==> config.mk <==
export PLATFORM = sky130hd
export DESIGN_NAME = ocm_top
export DESIGN_NICKNAME = d
export VERILOG_FILES = /design/src/logic/ocm_pkg.sv /design/src/logic/ocm_scale.sv /design/src/logic/ocm_top.sv
export SDC_FILE = /design/constraint.sdc
export NUM_CORES = 1
export LEC_CHECK = 0
export ABC_AREA = 1
export BUFFER_PORTS_ARGS = -buffer_cell sky130_fd_sc_hd__buf_2
export CORE_AREA = 2 2 114 116
export DETAILED_ROUTE_END_ITERATION = 7
export DIE_AREA = 0 0 116 118
export PLACE_DENSITY = 0.5
export SYNTH_ARGS = -nofsm -noshare
export SYNTH_HDL_FRONTEND = slang
export SYNTH_SLANG_ARGS = --single-unit
==> constraint.sdc <==
create_clock -name core_clk -period 3.05 [get_ports core_clk]
set_input_delay 0 -clock core_clk [delete_from_list [all_inputs] [get_ports core_clk]]
set_output_delay 0 -clock core_clk [all_outputs]
set_load 0.05 [all_outputs]
==> src/logic/ocm_pkg.sv <==
// Constants and types shared by the oscillator trim and clock multiplier
package ocm_pkg;

    // ------------------------------------------------------------------
    // Register page and addresses
    // ------------------------------------------------------------------
    localparam logic [7:0] OCM_PAGE         = 8'h0F;
    localparam logic [7:0] OCM_ADDR_MULCTL  = 8'h97;
    localparam logic [7:0] OCM_ADDR_FINE    = 8'h9E;
    localparam logic [7:0] OCM_ADDR_COARSE  = 8'hA2;

    // ------------------------------------------------------------------
    // Field positions of the multiplier control register
    // ------------------------------------------------------------------
    localparam int OCM_BIT_EN     = 7;
    localparam int OCM_BIT_INIT   = 6;
    localparam int OCM_BIT_LOCKED = 5;
    localparam int OCM_SCALE_HI   = 4;
    localparam int OCM_SCALE_LO   = 2;
    localparam int OCM_INSEL_HI   = 1;
    localparam int OCM_INSEL_LO   = 0;

    localparam int OCM_COARSE_W = 7;
    localparam int OCM_FINE_W   = 6;

    // ------------------------------------------------------------------
    // Reset values
    // ------------------------------------------------------------------
    localparam logic [7:0] OCM_MULCTL_RST = 8'h00;
    localparam logic [6:0] OCM_COARSE_DEF = 7'h40;
    localparam logic [5:0] OCM_FINE_DEF   = 6'h20;

    // ------------------------------------------------------------------
    // Multiplier timing and encodings
    // ------------------------------------------------------------------
    localparam logic [3:0] OCM_BURST_PULSES = 4'h4;
    localparam logic [3:0] OCM_BURST_MAX    = 4'hC;
    localparam int         OCM_LOCK_CYCLES  = 64;
    localparam logic [2:0] OCM_PASS_COUNT   = 3'h2;

    localparam logic [1:0] OCM_IN_INT_HALF = 2'h0;
    localparam logic [1:0] OCM_IN_EXT      = 2'h1;
    localparam logic [1:0] OCM_IN_EXT_HALF = 2'h2;

    localparam logic [1:0] OCM_SYS_INT  = 2'h0;
    localparam logic [1:0] OCM_SYS_EXT  = 2'h1;
    localparam logic [1:0] OCM_SYS_MULT = 2'h2;

    typedef enum logic [1:0] {
        OCM_ST_OFF  = 2'b00,
        OCM_ST_IDLE = 2'b01,
        OCM_ST_LOCK = 2'b11,
        OCM_ST_RDY  = 2'b10
    } ocm_state_e;

    // Divisor N of the 2/N scaling; zero means pass every pulse
    function automatic logic [2:0] ocm_scale_div(input logic [2:0] code);
        logic [2:0] n;
        n = (code < 3'h3) ? 3'h0 : code;
        return n;
    endfunction

endpackage

==> src/logic/ocm_scale.sv <==
// Output scaler: passes two of every N multiplier pulses
`timescale 1ns/1ps
`default_nettype none
module ocm_scale (
    input  wire logic                core_clk,
    input  wire logic                rst_b,
    input  wire logic                tick_in,
    input  wire logic [2:0]          scale_code,
    output logic                     tick_out
);
    import ocm_pkg::*;

    typedef struct packed {
        logic [2:0] cnt;
        logic       out;
    } ocm_scale_s;

    ocm_scale_s s_q;
    ocm_scale_s s_d;
    logic [2:0] div;

    always_comb begin
        s_d = s_q;
        div = ocm_scale_div(scale_code);
        s_d.out = 1'b0;
        if (tick_in) begin
            if (div == 3'h0) begin
                s_d.out = 1'b1;
                s_d.cnt = 3'h0;
            end else begin
                s_d.out = (s_q.cnt < OCM_PASS_COUNT);
                s_d.cnt = (s_q.cnt >= div - 3'h1) ? 3'h0 : s_q.cnt + 3'h1;
            end
        end
    end

    always_ff @(posedge core_clk or negedge rst_b) begin
        if (!rst_b) begin
            s_q <= '0;
        end else begin
            s_q <= s_d;
        end
    end

    assign tick_out = s_q.out;
endmodule
`default_nettype wire

==> src/logic/ocm_top.sv <==
// Oscillator trim registers and clock multiplier behind the register port
`timescale 1ns/1ps
`default_nettype none
module ocm_top #(
    parameter logic [6:0] COARSE_FACTORY = ocm_pkg::OCM_COARSE_DEF,
    parameter logic [5:0] FINE_FACTORY   = ocm_pkg::OCM_FINE_DEF,
    parameter int         LOCK_CYCLES    = ocm_pkg::OCM_LOCK_CYCLES
) (
    input  wire logic                core_clk,
    input  wire logic                rst_b,
    input  wire logic [7:0]          sfr_page,
    input  wire logic [7:0]          sfr_addr,
    input  wire logic                sfr_wr,
    input  wire logic                sfr_rd,
    input  wire logic [7:0]          sfr_wdata,
    output logic      [7:0]          sfr_rdata,
    input  wire logic                int_osc_in,
    input  wire logic                ext_osc_in,
    input  wire logic                int_div_tick,
    input  wire logic [1:0]          system_clock_source_select,
    output logic      [6:0]          coarse_trim,
    output logic      [5:0]          fine_trim,
    output logic                     mult_clk_tick,
    output logic                     mult_locked,
    output logic                     system_clock_tick
);
    import ocm_pkg::*;

    // ------------------------------------------------------------------
    // State
    // ------------------------------------------------------------------
    typedef struct packed {
        ocm_state_e st;
        logic [2:0] scale;
        logic [1:0] insel;
        logic [6:0] coarse;
        logic [5:0] fine;
        logic [7:0] lock_cnt;
        logic       int_prev;
        logic       ext_prev;
        logic       int_half;
        logic       ext_half;
        logic [3:0] burst;
        logic       phase;
        logic [7:0] rdata;
        logic       sys_tick;
    } ocm_top_s;

    ocm_top_s s_q;
    ocm_top_s s_d;

    logic       sel_pg;
    logic       wr_ctl;
    logic       src_rise;
    logic       int_rise;
    logic       ext_rise;
    logic       fast_tick;
    logic       scaled_tick;
    logic       running;
    logic [7:0] ctl_rd;

    localparam logic [7:0] LOCK_LAST = 8'(LOCK_CYCLES - 1);

    always_comb begin
        s_d      = s_q;
        sel_pg   = (sfr_page == OCM_PAGE);
        wr_ctl   = sfr_wr && sel_pg && (sfr_addr == OCM_ADDR_MULCTL);
        int_rise = int_osc_in && !s_q.int_prev;
        ext_rise = ext_osc_in && !s_q.ext_prev;
        running  = (s_q.st == OCM_ST_LOCK) || (s_q.st == OCM_ST_RDY);
        ctl_rd   = {s_q.st != OCM_ST_OFF, running, s_q.st == OCM_ST_RDY,
                    s_q.scale, s_q.insel};

        // --------------------------------------------------------------
        // Input edge detect and halving
        // --------------------------------------------------------------
        s_d.int_prev = int_osc_in;
        s_d.ext_prev = ext_osc_in;
        if (int_rise) begin
            s_d.int_half = !s_q.int_half;
        end
        if (ext_rise) begin
            s_d.ext_half = !s_q.ext_half;
        end
        unique case (s_q.insel)
            OCM_IN_INT_HALF: src_rise = int_rise && !s_q.int_half;
            OCM_IN_EXT:      src_rise = ext_rise;
            OCM_IN_EXT_HALF: src_rise = ext_rise && !s_q.ext_half;
            default:         src_rise = 1'b0;
        endcase

        // --------------------------------------------------------------
        // Burst of four fast pulses per input edge, then hold
        // --------------------------------------------------------------
        fast_tick = running && (s_q.burst != 4'h0) && s_q.phase;
        if (!running) begin
            s_d.burst = 4'h0;
            s_d.phase = 1'b0;
        end else begin
            if (s_q.burst != 4'h0) begin
                s_d.phase = !s_q.phase;
            end
            if (src_rise && s_q.burst <= OCM_BURST_MAX - OCM_BURST_PULSES) begin
                s_d.burst = s_q.burst + OCM_BURST_PULSES - {3'h0, fast_tick};
            end else if (fast_tick) begin
                s_d.burst = s_q.burst - 4'h1;
            end
        end

        // --------------------------------------------------------------
        // Multiplier state
        // --------------------------------------------------------------
        unique case (s_q.st)
            OCM_ST_LOCK: begin
                s_d.lock_cnt = s_q.lock_cnt + 8'h01;
                if (s_q.lock_cnt == LOCK_LAST) begin
                    s_d.st = OCM_ST_RDY;
                end
            end
            OCM_ST_OFF, OCM_ST_IDLE, OCM_ST_RDY: begin
            end
        endcase

        // --------------------------------------------------------------
        // Register writes
        // --------------------------------------------------------------
        if (wr_ctl) begin
            s_d.scale = sfr_wdata[OCM_SCALE_HI:OCM_SCALE_LO];
            s_d.insel = sfr_wdata[OCM_INSEL_HI:OCM_INSEL_LO];
            if (!sfr_wdata[OCM_BIT_EN]) begin
                s_d.st = OCM_ST_OFF;
            end else if (!sfr_wdata[OCM_BIT_INIT]) begin
                s_d.st = OCM_ST_IDLE;
            end else if (s_q.st == OCM_ST_IDLE) begin
                s_d.st       = OCM_ST_LOCK;
                s_d.lock_cnt = 8'h00;
            end else if (s_q.st == OCM_ST_OFF) begin
                s_d.st = OCM_ST_IDLE;
            end
        end
        if (sfr_wr && sel_pg && sfr_addr == OCM_ADDR_COARSE) begin
            s_d.coarse = sfr_wdata[OCM_COARSE_W-1:0];
        end
        if (sfr_wr && sel_pg && sfr_addr == OCM_ADDR_FINE) begin
            s_d.fine = sfr_wdata[OCM_FINE_W-1:0];
        end

        // --------------------------------------------------------------
        // Register reads, held until the next read
        // --------------------------------------------------------------
        if (sfr_rd) begin
            s_d.rdata = 8'h00;
            if (sel_pg) begin
                unique case (sfr_addr)
                    OCM_ADDR_MULCTL: s_d.rdata = ctl_rd;
                    OCM_ADDR_COARSE: s_d.rdata = {1'b0, s_q.coarse};
                    OCM_ADDR_FINE:   s_d.rdata = {2'b00, s_q.fine};
                    default:         s_d.rdata = 8'h00;
                endcase
            end
        end

        // --------------------------------------------------------------
        // System clock source
        // --------------------------------------------------------------
        unique case (system_clock_source_select)
            OCM_SYS_INT:  s_d.sys_tick = int_div_tick;
            OCM_SYS_EXT:  s_d.sys_tick = ext_rise;
            OCM_SYS_MULT: s_d.sys_tick = scaled_tick;
            default:      s_d.sys_tick = 1'b0;
        endcase
    end

    always_ff @(posedge core_clk or negedge rst_b) begin
        if (!rst_b) begin
            s_q        <= '0;
            s_q.st     <= OCM_ST_OFF;
            s_q.coarse <= COARSE_FACTORY;
            s_q.fine   <= FINE_FACTORY;
        end else begin
            s_q <= s_d;
        end
    end

    ocm_scale u_scale (
        .core_clk   (core_clk),
        .rst_b      (rst_b),
        .tick_in    (fast_tick),
        .scale_code (s_q.scale),
        .tick_out   (scaled_tick)
    );

    assign sfr_rdata         = s_q.rdata;
    assign coarse_trim       = s_q.coarse;
    assign fine_trim         = s_q.fine;
    assign mult_clk_tick     = scaled_tick;
    assign mult_locked       = (s_q.st == OCM_ST_RDY);
    assign system_clock_tick = s_q.sys_tick;
endmodule
`default_nettype wire

==> impl_metrics.yaml <==
final_layout:
  drive_above_1_share_pct: 21.8
  design_area_sq_um: 3480
  fin_nets: 441
  antenna_cells: 0
  fillCellCount: 1344
  post-route-util_pct: 28.0
  areaGrowthSynthToFinish_pct: 18.4
clocking:
  cts_made_buffers: 5
  cts.sinks: 50
  tritoncts: "yes"
  cts_setup_buffers: 0
  path_clk_slew_ns: 0.06
  htree_levels: 2
  cts_root_buf: "clkbuf_16"
  cts_buffer_depth: 2
  clock_latency_ns: 0.29
setup_path:
  critPathCaptureType: "register"
  cp-startpoint: "s_q[11]$_DFFE_PN0P_"
  r2r_slack_ns: 0.61
  worstPathMaxFanout: 8
  crit_path_start_kind: "register"
  path_class: "register to register"
  rr_endpoint: "s_q[13]$_DFFE_PN0P_"
  crit_path_end: "s_q[13]$_DFFE_PN0P_"
  arrival_ns: 2.61
  reg2reg_depth: 14
  r2r-start: "s_q[11]$_DFFE_PN0P_"
  crit_required_ns: 3.23
  cpPeakStageDelay_ns: 0.38
  slowest_stage: "dfrtp_1"
  worstPathCellList: "inv_1, ha_1, nand3_1, nand3_1, inv_2, ha_1, inv_1, ha_1, inv_1, fa_1, xor2_1, nand3_1, nand4_1, nand2_1"
yosys:
  avgSynthCellArea_sq_um: 8.42
  synth_largest_area_cell: "dfrtp_1"
  synthSimpleGateAreaFrac_pct: 27.6
  yosysMostFrequentCell: "nand2_1"
  synth_xor_xnor_area_share_pct: 3.88
  syn_area_sq_um: 2940
  synth-seq-cells: 50
  syn_inst: 349
  synth_commonest_cells: "nand2_1, dfrtp_1, nand3_1"
  synth_top_family_by_area: "simple AND/OR/NAND/NOR gates"
  synth-async-reset-ratio_pct: 100
  muxShareOfSynthArea_pct: 0.341
  synth_ff_type: "dfrtp_1"
  ys_seq_area_share_pct: 42.7
  synth_warnings: 0
  synth_fp_nets: 396
  synth_edf_count: 0
  synthAdderAreaFrac_pct: 6.22
  synth_compound_area_share_pct: 7.11
  yosysTopAreaCellShare_pct: 40.9
  synth.distinct_cells: 34
  synth_area_leaders: "dfrtp_1, nand2_1, nand3_1, buf_4, ha_1"
floorplanning:
  num_rows: 41
  die_h_um: 118
  die_area_sq_um: 13700
  die_x_um: 116
  core_sq_um: 12400
  io_pins: 57
  initial_core_util_pct: 23.7
timing:
  setup_viol: 0
  min_period_over_period_pct: 79.9
  finalMaxSlewViolations: 0
  whs_ns: 0.0102
  fin_setup_tns_ns: 0
  setup_slack_ns: 0.613
  fin_skew_ns: 0.00515
  rsz0062_at_grt: "no"
  maxSlewHeadroom_pct: 53.9
  hold_viol: 0
  max_freq_ghz: 0.410
  min_period_ns: 2.44
  tightest_slew_ns: 0.687
grt:
  grt_antenna_before_repair: 0
  track_usage_pct: 10.1
  grt_max_degree: 28
  first_global_vias: 2329
  overflow: 0
  grt_pass1_wl_um: 11200
detailed_routing:
  route.detailed.drc: 0
  wl_per_cell_um: 11.8
  drt-pass1-iter-count: 4
  drtIter0Drc: 165
  ant_nets: 0
  via_per_inst: 4.21
  vias: 2389
  routed_wl_um: 6680
placement:
  placed_area_sq_um: 3240
  place_congestion: 0.772
  port_buffers: 56
  pre_cts_ws_ns: 0.661
  post-dp-hpwl_um: 5150
status:
  outcome: "complete, no violations"
pwr:
  power_density_nw_per_um2: 670
  cellLeakagePower_uw: 0.00179
  ir_drop_v: 0.000265
worst_hold_path:
  hold_path.class: "primary input to register"
job:
  cap_violations: 0
sequential cells by signal (all words and copies together) (netlist names), named ones only:
register           flops
s_q                   18
sfr_rdata              8
coarse_trim            7
fine_trim              6
ctl_rd                 5
u_scale.s_q            3
system_clock_tick      1
u_scale.tick_out       1
worst min-delay path by stage:
stage / from / to / slack, ns / cells past startpoint
6_report: sfr_wdata[1] / fine_trim[1]$_DFFE_PN0P_ / 0.01 / 3
2_1_floorplan: rst_b / asynchronous set/reset pin / -0.30 / 0
3_5_place_dp: rst_b / system_clock_tick$_DFF_PN0_ / 0.06 / 1
3_3_place_gp: rst_b / system_clock_tick$_DFF_PN0_ / 0.05 / 1
5_1_grt: sfr_wdata[0] / ctl_rd[0]$_DFFE_PN0P_ / 0.03 / 3
4_1_cts: sfr_wdata[0] / ctl_rd[0]$_DFFE_PN0P_ / 0.005 / 3
routing by layer:
| metal | routed length, um | track usage [%] | up-vias | part of all wire, % |
|---|---|---|---|---|
| met5 | 0 | 0 | - | 0 |
| met4 | 63 | 2.31 | 0 | 0.94 |
| met3 | 281 | 2.21 | 6 | 4.2 |
| met2 | 3200 | 17.2 | 44 | 48 |
| met1 | 3130 | 12.9 | 1136 | 47 |
| li1 | - | - | 1203 | - |
worst max-delay path: cells and delay by family (launching register included):
kind,cells,cell delay (ns)
flops,1,0.38
simple gates,5,0.52
fa+ha+maj,4,0.89
xor+xnor,1,0.15
buf+inv,4,0.38
layout make-up:
cell class / instances / area (sq um) / area share (%)
Clock buffer: 7 / 133 / 3.81
Clock inverter: 1 / 30.0 / 0.863
Inverter: 41 / 154 / 4.42
Multi-Input combinational cell: 231 / 1330 / 38.1
Sequential cell: 50 / 1250 / 36.0
Tap cell: 172 / 215 / 6.19
Timing Repair Buffer: 65 / 368 / 10.6
per-stage QoR:
step / std cells / total power, uW
global route: 567 / 2520
finish: 567 / 2330
detailed placement: 551 / 1700
global placement: 551 / 1680
floorplan: 349 / 1500
CTS: 567 / 2360
power breakdown:
part	switching, uW	internal, uW	leakage [uW]
Clock	240	388	0.0000781
Combinational	483	310	0.00108
Sequential	110	800	0.000630
cells by family (layout without fill, tap and decap cells):
family / Yosys count / count (layout)
buffers and inverters: 68 / 114
XOR/XNOR: 13 / 13
AND/OR/NAND/NOR: 165 / 165
AO/OA/AOI/OAI: 38 / 38
flip-flops: 50 / 50
adder cells (fa/ha/maj): 14 / 14
multiplexers: 1 / 1
timing repair:
| action | in CTS | in global routing |
|---|---|---|
| hold buffers | 8 | 0 |
| endpoints found under the hold margin | 32 | 0 |
| resized for setup | 0 | 0 |
cell usage in the layout (no fill, tap or decap), types with 2 or more instances in the layout:
| cell | netlist | final |
|---|---|---|
| nand2_1 | 63 | 63 |
| buf_2 | 2 | 56 |
| dfrtp_1 | 48 | 48 |
| nand3_1 | 46 | 46 |
| inv_1 | 38 | 38 |
| nor2_1 | 30 | 30 |
| o21ai_0 | 18 | 18 |
| ha_1 | 13 | 13 |
| o21ai_1 | 10 | 10 |
| nand4_1 | 9 | 9 |
| xor2_1 | 9 | 9 |
| dlygate4sd3_1 | 0 | 8 |
| a21oi_1 | 5 | 5 |
| clkbuf_16 | 0 | 5 |
| nor2_4 | 4 | 4 |
| xnor2_1 | 4 | 4 |
| a21oi_2 | 4 | 4 |
| inv_2 | 3 | 3 |
| nand2_2 | 3 | 3 |
| nand3_2 | 2 | 2 |
| clkbuf_1 | 1 | 2 |
| dfstp_2 | 2 | 2 |
No activity file was read; power rests on OpenSTA's default activity.
